--- config.mk ---
export PLATFORM = sky130hd
export DESIGN_NAME = sleep_mode_control
export DESIGN_NICKNAME = d
export VERILOG_FILES = /design/src/rtl/sleep_ctrl_pkg.sv /design/src/rtl/sleep_mode_control.sv /design/src/rtl/sleep_timebase.sv
export SDC_FILE = /design/constraint.sdc
export NUM_CORES = 1
export LEC_CHECK = 0
export ABC_AREA = 1
export BUFFER_PORTS_ARGS = -buffer_cell sky130_fd_sc_hd__buf_2
export CAP_MARGIN = 20
export CELL_PAD_IN_SITES_DETAIL_PLACEMENT = 2
export CELL_PAD_IN_SITES_GLOBAL_PLACEMENT = 2
export CORE_ASPECT_RATIO = 0.75
export CORE_UTILIZATION = 30
export DETAILED_ROUTE_END_ITERATION = 16
export PLACE_DENSITY_LB_ADDON = 0.25
export SETUP_SLACK_MARGIN = 0.05
export SLEW_MARGIN = 10
export SYNTH_ARGS = -nofsm -noshare
export SYNTH_HDL_FRONTEND = slang
export SYNTH_SLANG_ARGS = --single-unit
export TNS_END_PERCENT = 1
--- constraint.sdc ---
create_clock -name core_clk -period 3.25 [get_ports core_clk]
set_input_delay 0.65 -clock core_clk [delete_from_list [all_inputs] [get_ports core_clk]]
set_output_delay 0.65 -clock core_clk [all_outputs]
set_load 0.005 [all_outputs]
--- src/rtl/sleep_ctrl_pkg.sv ---
package sleep_ctrl_pkg;

    // timebase
    localparam int unsigned CLK_PERIOD_NS      = 20;       // core clock period in ns
    localparam int unsigned MS_NS              = 1000000;  // one millisecond in ns
    localparam int unsigned CYCLES_PER_MS      = MS_NS / CLK_PERIOD_NS;
    localparam int unsigned MS_PER_PERIOD_UNIT = 10;       // sleep period unit in ms

    // sleep mode codes
    localparam logic [7:0] MODE_DISABLED      = 8'h00;
    localparam logic [7:0] MODE_PIN_HIBERNATE = 8'h01;
    localparam logic [7:0] MODE_PIN_DOZE      = 8'h02;
    localparam logic [7:0] MODE_CYCLIC        = 8'h04;
    localparam logic [7:0] MODE_CYCLIC_PIN    = 8'h05;
    localparam logic [7:0] MODE_COORD         = 8'h06;
    localparam logic [7:0] MODE_MAX           = 8'h06;

    // sleep options
    localparam logic [7:0] OPT_MAX            = 8'h04;
    localparam int unsigned OPT_POLL_DIS_BIT   = 0;  // skip wake-up poll
    localparam int unsigned OPT_SAMPLE_DIS_BIT = 1;  // skip wake-up sample

    // period and idle limits
    localparam logic [15:0] PERIOD_MAX = 16'h68b0;
    localparam logic [15:0] IDLE_MIN   = 16'h0001;
    localparam logic [18:0] HOLD_MUL   = 19'h00005;  // 2.5 x period, compared doubled

    // reset values
    localparam logic [7:0]  MODE_RESET   = 8'h00;
    localparam logic [7:0]  OPT_RESET    = 8'h00;
    localparam logic [15:0] PERIOD_RESET = 16'h0064;
    localparam logic [15:0] IDLE_RESET   = 16'h1388;

    // parameter selector of the command port
    typedef enum logic [1:0] {
        sleep_mode_command,
        sleep_options_command,
        sleep_period_command,
        idle_time_command
    } param_sel_t;

    // command from host
    typedef struct packed {
        logic        valid;  // one-cycle request
        logic        write;  // 1 write, 0 read
        param_sel_t  sel;    // parameter addressed
        logic [15:0] data;   // write value
    } cmd_t;

    // answer to host
    typedef struct packed {
        logic        valid;  // one-cycle answer
        logic        error;  // write rejected
        logic [15:0] data;   // parameter value
    } rsp_t;

    typedef enum logic {
        pwr_awake,
        pwr_asleep
    } power_state_t;

    // whole state of the controller
    typedef struct packed {
        logic [7:0]   mode;
        logic [7:0]   opts;
        logic [15:0]  period;
        logic [15:0]  idle;
        logic         pin_s1;
        logic         pin_s2;
        logic         pin_s3;
        power_state_t pwr;
        logic [15:0]  idle_cnt;
        logic [15:0]  sleep_cnt;
        logic         hold;
        logic [16:0]  hold_cnt;
        logic         asleep;
        logic         poll_req;
        logic         sample_req;
        logic         msg_discard;
        rsp_t         rsp;
    } ctrl_state_t;

    localparam ctrl_state_t CTRL_RESET = '{
        mode:     MODE_RESET,
        opts:     OPT_RESET,
        period:   PERIOD_RESET,
        idle:     IDLE_RESET,
        idle_cnt: IDLE_RESET,
        pwr:      pwr_awake,
        default:  '0
    };

    // state of the timebase
    typedef struct packed {
        logic [15:0] cyc;
        logic [3:0]  ms;
        logic        tick_ms;
        logic        tick_period;
    } tb_state_t;

    localparam tb_state_t TB_RESET = '{default: '0};

endpackage

--- src/rtl/sleep_mode_control.sv ---
`timescale 1ns/100ps
// Notes on behaviour
// - mode codes zero to six accepted
// - mode zero never sleeps, stays awake
// - option bit0 clear polls on cyclic wake
// - option bit1 clear samples on wake if adc_sampling_en is set
// - period in 10 ms units, max 0x68b0
// - period expiry wakes, then may sleep again
// - period used only in modes four-six
// - coordinator discards held message after 2.5 periods
// - idle time in ms, 1 to 0xffff
// - idle timer only in modes four, five
module sleep_mode_control #(
    parameter int unsigned CYC_PER_MS = sleep_ctrl_pkg::CYCLES_PER_MS
) (
    // clock and reset
    input  wire logic                  core_clk,
    input  wire logic                  rstn,
    // command port
    input  wire sleep_ctrl_pkg::cmd_t  cmd,
    output sleep_ctrl_pkg::rsp_t       rsp,
    // traffic indications
    input  wire logic                  serial_activity,
    input  wire logic                  radio_activity,
    // sleep request pin, asynchronous
    input  wire logic                  sleep_pin,
    // configuration levels
    input  wire logic                  adc_sampling_en,
    input  wire logic                  coordinator_enable,
    // indirect message tracking
    input  wire logic                  msg_queued,
    input  wire logic                  msg_delivered,
    // status
    output logic                       asleep,
    output logic                       poll_req,
    output logic                       sample_req,
    output logic                       msg_discard,
    output logic                       msg_holding
);
    import sleep_ctrl_pkg::*;

    ctrl_state_t q;            // registered state
    ctrl_state_t d;            // next state
    logic        tick_ms;      // one ms elapsed
    logic        tick_period;  // one period unit elapsed
    logic        activity;     // any serial or radio transfer
    logic        pin_fell;     // synchronised pin release
    logic        hold_on;      // coordinator hold is active

    // modes driven by the pin level
    function automatic logic pin_mode(input logic [7:0] m);
        return (m == MODE_PIN_HIBERNATE) || (m == MODE_PIN_DOZE);
    endfunction

    // modes that run the inactivity timer
    function automatic logic timer_mode(input logic [7:0] m);
        return (m == MODE_CYCLIC) || (m == MODE_CYCLIC_PIN);
    endfunction

    // modes in which the period counts
    function automatic logic period_mode(input logic [7:0] m);
        return timer_mode(m) || (m == MODE_COORD);
    endfunction

    sleep_timebase #(
        .CYC_PER_MS (CYC_PER_MS)
    ) u_timebase (
        .core_clk    (core_clk),
        .rstn        (rstn),
        .tick_ms     (tick_ms),
        .tick_period (tick_period)
    );

    assign activity = serial_activity | radio_activity;
    assign pin_fell = q.pin_s3 & ~q.pin_s2;
    assign hold_on  = ((q.mode == MODE_COORD) || coordinator_enable)
                      && period_mode(q.mode) && (q.period != '0);

    // next-state logic
    always_comb begin
        d             = q;
        d.poll_req    = 1'b0;
        d.sample_req  = 1'b0;
        d.msg_discard = 1'b0;
        d.rsp         = '0;
        // pin synchroniser
        d.pin_s1      = sleep_pin;
        d.pin_s2      = q.pin_s1;
        d.pin_s3      = q.pin_s2;

        // command handling
        if (cmd.valid) begin
            d.rsp.valid = 1'b1;
            case (cmd.sel)
                sleep_mode_command: begin
                    d.rsp.data = {8'h00, q.mode};
                    if (cmd.write) begin
                        if (cmd.data <= {8'h00, MODE_MAX}) begin
                            d.mode = cmd.data[7:0];
                        end else begin
                            d.rsp.error = 1'b1;
                        end
                    end
                end
                sleep_options_command: begin
                    d.rsp.data = {8'h00, q.opts};
                    if (cmd.write) begin
                        if (cmd.data <= {8'h00, OPT_MAX}) begin
                            d.opts = cmd.data[7:0];
                        end else begin
                            d.rsp.error = 1'b1;
                        end
                    end
                end
                sleep_period_command: begin
                    d.rsp.data = q.period;
                    if (cmd.write) begin
                        if (cmd.data <= PERIOD_MAX) begin
                            d.period = cmd.data;
                        end else begin
                            d.rsp.error = 1'b1;
                        end
                    end
                end
                idle_time_command: begin
                    d.rsp.data = q.idle;
                    if (cmd.write) begin
                        if (cmd.data >= IDLE_MIN) begin
                            d.idle = cmd.data;
                        end else begin
                            d.rsp.error = 1'b1;
                        end
                    end
                end
                default: d.rsp.error = 1'b1;
            endcase
        end

        // sleep state machine
        case (q.pwr)
            pwr_awake: begin
                if (!timer_mode(q.mode) || activity) begin
                    d.idle_cnt = q.idle;
                end else if (tick_ms && (q.idle_cnt != '0)) begin
                    d.idle_cnt = q.idle_cnt - 16'h0001;
                end
                if (pin_mode(q.mode) && q.pin_s2) begin
                    d.pwr = pwr_asleep;
                end else if (timer_mode(q.mode) && (q.idle_cnt == '0) && !activity) begin
                    d.pwr       = pwr_asleep;
                    d.sleep_cnt = '0;
                end
            end
            pwr_asleep: begin
                if (pin_mode(q.mode)) begin
                    if (!q.pin_s2) begin
                        d.pwr        = pwr_awake;
                        d.sample_req = ~q.opts[OPT_SAMPLE_DIS_BIT] & adc_sampling_en;
                    end
                end else if (timer_mode(q.mode)) begin
                    if (q.sleep_cnt >= q.period) begin
                        d.pwr        = pwr_awake;
                        d.idle_cnt   = q.idle;
                        d.poll_req   = ~q.opts[OPT_POLL_DIS_BIT];
                        d.sample_req = ~q.opts[OPT_SAMPLE_DIS_BIT] & adc_sampling_en;
                    end else if ((q.mode == MODE_CYCLIC_PIN) && pin_fell) begin
                        d.pwr        = pwr_awake;
                        d.idle_cnt   = q.idle;
                        d.sample_req = ~q.opts[OPT_SAMPLE_DIS_BIT] & adc_sampling_en;
                    end else if (tick_period) begin
                        d.sleep_cnt = q.sleep_cnt + 16'h0001;
                    end
                end else begin
                    d.pwr = pwr_awake;
                end
            end
            default: d.pwr = pwr_awake;
        endcase
        d.asleep = (d.pwr == pwr_asleep);

        // indirect message hold timer; a new message wins over a delivery
        if (!hold_on) begin
            d.hold     = 1'b0;
            d.hold_cnt = '0;
        end else if (msg_queued && (!q.hold || msg_delivered)) begin
            d.hold     = 1'b1;
            d.hold_cnt = '0;
        end else if (msg_delivered) begin
            d.hold     = 1'b0;  // delivery beats discard
            d.hold_cnt = '0;
        end else if (q.hold) begin
            if ({1'b0, q.hold_cnt, 1'b0} >= 19'(q.period) * HOLD_MUL) begin
                d.hold        = 1'b0;
                d.hold_cnt    = '0;
                d.msg_discard = 1'b1;
            end else if (tick_period) begin
                d.hold_cnt = q.hold_cnt + 17'h00001;
            end
        end
    end

    // state register
    always_ff @(posedge core_clk or negedge rstn) begin
        if (!rstn) begin
            q <= CTRL_RESET;
        end else begin
            q <= d;
        end
    end

    // outputs straight from the state register
    assign rsp         = q.rsp;
    assign asleep      = q.asleep;
    assign poll_req    = q.poll_req;
    assign sample_req  = q.sample_req;
    assign msg_discard = q.msg_discard;
    assign msg_holding = q.hold;
endmodule // sleep_mode_control

--- src/rtl/sleep_timebase.sv ---
`timescale 1ns/100ps
module sleep_timebase #(
    parameter int unsigned CYC_PER_MS = sleep_ctrl_pkg::CYCLES_PER_MS
) (
    // clock and reset
    input  wire logic core_clk,
    input  wire logic rstn,
    // ticks
    output logic      tick_ms,
    output logic      tick_period
);
    import sleep_ctrl_pkg::*;

    localparam logic [15:0] CYC_LAST = 16'(CYC_PER_MS - 1);
    localparam logic [3:0]  MS_LAST  = 4'(MS_PER_PERIOD_UNIT - 1);

    tb_state_t q;  // registered state
    tb_state_t d;  // next state

    // cycle and ms dividers
    always_comb begin
        d             = q;
        d.tick_ms     = 1'b0;
        d.tick_period = 1'b0;
        if (q.cyc == CYC_LAST) begin  // end of a millisecond
            d.cyc     = '0;
            d.tick_ms = 1'b1;
            if (q.ms == MS_LAST) begin  // end of a period unit
                d.ms          = '0;
                d.tick_period = 1'b1;
            end else begin
                d.ms = q.ms + 4'h1;
            end
        end else begin
            d.cyc = q.cyc + 16'h0001;
        end
    end

    // state register
    always_ff @(posedge core_clk or negedge rstn) begin
        if (!rstn) begin
            q <= TB_RESET;
        end else begin
            q <= d;
        end
    end

    assign tick_ms     = q.tick_ms;
    assign tick_period = q.tick_period;

endmodule // sleep_timebase

==> flow_metrics.tcl <==
set metrics [dict create \
    rsz0062_at_grt "yes" \
    synth-edff-count 0 \
    setup_ws_ns -0.357 \
    slew_viol_final 0 \
    grt_max_degree 59 \
    synthToLayoutAreaGrowth_pct 18.6 \
    dp.cells 1670 \
    antenna_found_initial 0 \
    setup_viol 19 \
    fmax_mhz 277 \
    required_ns 3.64 \
    routed_via_density 5.01 \
    postSynthRegisterBits 145 \
    fin_cells 1715 \
    slew_headroom 0.523 \
    dp_worst_setup_slack_ns -0.381 \
    cts_sinks 145 \
    htreeDepth 4 \
    critPathKind "flop to flop" \
    drt_pass1_iterations 5 \
    worstPathArrival_ns 4.00 \
    worstMarginPinSlew_ns 0.714 \
    rrSetupSlack_ns -0.36 \
    hold_violations 0 \
    power_mw 5.85 \
    num_rows 56 \
    finalSetupTns_ns -5.41 \
    root_buffer "clkbuf_16" \
    syn_area_um2 9610 \
    fin_skew_ns 0.0114 \
    end_kind "flop" \
    yosys.area.top_type "dfrtp_1" \
    wl_per_cell_um 18.5 \
    path_clk_slew_ns 0.07 \
    min_period_ns 3.61 \
    layout-drive-gt1-share 0.221 \
    cts_tree "done" \
    dp_hpwl_um 24000 \
    coreArea_um2 31400 \
    port_buffers 51 \
    initial_utilization 0.306 \
    vias 8584 \
    track_usage 0.201 \
    yosys-top-cells-area "dfrtp_1 (34%), nand2_1 (12%), ha_1 (8.5%)" \
    syn-num-nets 1306 \
    fp.dieArea_um2 32800 \
    reg2reg_from "q[94]" \
    power.density_nw_per_um2 513 \
    startpoint_type "flop" \
    violations "setup timing" \
    routed_wirelength_um 31700 \
    synth_top_area_share 0.344 \
    yosysSeqAreaShare 0.379 \
    ant_nets 0 \
    rr_endpoint "q[38]" \
    drcViolationCount 0 \
    yosysMostFrequentCell "nand2_1" \
    final_nets 1391 \
    cts_hold_buffers 0 \
    status "finished, violations left" \
    hold_class "input pin to asynchronous set/reset pin" \
    crit_fanout 8 \
    synth.avg_cell_area_um2 7.94 \
    synthFlopType "dfrtp_1" \
    cts_made_buffers 17 \
    ys_async_sr_fraction 1.00 \
    gp_congestion 0.801 \
    r2r_cells 25 \
    fin_crit_sh 1.11 \
    fillerInstances 3615 \
    vdd_drop_max_v 0.000339 \
    drt_iter0_markers 385 \
    clkLatencyLatePin_ns 0.46 \
    grt_pass1_wl_um 50900 \
    cts.path.max_buffers 2 \
    hold_ws_ns 0.170 \
    grt_pass1_vias 9255 \
    drv_cap 0 \
    synthDistinctLibCells 62 \
    leakagePower_nw 5.48 \
    yosys-top-cells-count "nand2_1 (298), inv_1 (141), dfrtp_1 (132), nor2_1 (105)" \
    ios 52 \
    syn_inst 1211 \
    die-width_um 209 \
    die_y_um 157 \
    grt_overflow 0 \
    synth_warnings 0 \
    antenna_cells 0 \
]
==> kinds of logic (layout without fill, tap and decap cells) <==
logic type / after synthesis / count (layout) / synth area share
compound gates: 171 / 171 / 0.115
xor+xnor: 51 / 51 / 0.0465
mux: 2 / 2 / 0.00208
buf+inv: 195 / 291 / 0.0911
flops: 145 / 145 / 0.379
fa+ha+maj: 66 / 66 / 0.0867
simple gates: 581 / 583 / 0.280
==> registers in the layout (all words and copies together) (netlist names) <==
signal	cells
q	98
u_timebase.q	20
u_timebase.tick_period	1
poll_req	1
u_timebase.tick_ms	1
sample_req	1
asleep	1
msg_holding	1
msg_discard	1
d	2
rsp	18
==> where the power goes <==
part | total (mW) | internal (mW) | switching, mW
sequential | 2.11 | 1.96 | 0.147
combinational | 1.72 | 0.751 | 0.964
clock | 2.03 | 1.09 | 0.941
total | 5.85 | 3.80 | 2.05
==> worst max-delay path, stage by stage, from the launching register on <==
cell     delay [ns]
dfstp_2        0.59
ha_4           0.15
ha_4           0.12
inv_1          0.06
fa_2           0.36
inv_2          0.08
a31oi_4        0.10
buf_4          0.15
buf_4          0.13
xor2_1         0.13
ha_1           0.28
nand2_1        0.07
inv_1          0.05
nand2_2        0.08
inv_1          0.05
nand2_2        0.07
nand3_2        0.07
nand2_1        0.06
nand2_1        0.05
nand2_1        0.08
nand2_2        0.07
nand3_4        0.14
nand4_4        0.23
nand2_4        0.23
nand2_1        0.07
nand2_1        0.06
==> layout make-up <==
| cell class | count | area [um^2] | area share |
|---|---|---|---|
| multi-input cells | 873 | 5380 | 0.472 |
| clock inverters | 15 | 166 | 0.0146 |
| flip-flops and latches | 145 | 3650 | 0.320 |
| well taps | 406 | 508 | 0.0446 |
| repair buffers | 109 | 713 | 0.0625 |
| inverters | 150 | 564 | 0.0495 |
| clock buffers | 17 | 425 | 0.0373 |
==> stage by stage <==
stage / instance area, um^2 / utilization
after global placement: 10500 / 0.334
after CTS: 11300 / 0.361
after detailed placement: 10500 / 0.334
after floorplan: 9670 / -
final: 11400 / 0.363
after global routing: 11400 / 0.363
==> worst max-delay path by stage <==
stage               start    end  slack (ns)  depth (start not counted)
floorplan           q[95]  q[26]       -0.07                         22
finish              q[94]  q[38]       -0.36                         25
global route        q[94]  q[37]       -0.58                         22
CTS                 q[97]  q[37]       -0.35                         22
global placement    q[95]  q[36]       -0.23                         22
detailed placement  q[95]  q[36]       -0.38                         28
==> metal layers <==
layer | global-route usage | vias to the layer above | wire length, um
met3 | 0.0389 | 19 | 1020
met2 | 0.300 | 97 | 13700
li1 | - | 4132 | -
met1 | 0.298 | 4336 | 16700
met4 | 0.0452 | 0 | 269
met5 | 0 | - | 0
==> timing repair <==
item,CTS,global route
buffers inserted,7,4
setup endpoints to repair,19,19
cloned,2,0
pin swaps,23,16
resized for setup,28,13
==> placed cells by master (no fill, tap or decap), types with 4 or more instances in the layout <==
| cell type | instances |
|---|---|
| dfrtp_1 | 131 |
| ha_4 | 11 |
| nand2_2 | 18 |
| nor2_4 | 4 |
| inv_6 | 4 |
| nand4_1 | 30 |
| nor4_1 | 11 |
| buf_4 | 56 |
| nor3_1 | 13 |
| o21ai_0 | 41 |
| nor2_1 | 102 |
| a22oi_1 | 6 |
| a41oi_1 | 5 |
| a21oi_1 | 47 |
| xor2_1 | 39 |
| nand2_4 | 8 |
| or2_2 | 8 |
| a221oi_1 | 6 |
| nand3_2 | 8 |
| dfstp_2 | 13 |
| ha_1 | 54 |
| inv_8 | 4 |
| inv_2 | 9 |
| a21oi_2 | 11 |
| o21ai_1 | 5 |
| buf_2 | 50 |
| nand3_1 | 62 |
| clkbuf_16 | 17 |
| o21ai_2 | 22 |
| xnor2_1 | 12 |
| nand2_1 | 285 |
| inv_1 | 139 |
| o21a_1 | 5 |
| nor2_2 | 15 |
Power figures use the tool's default switching activity.
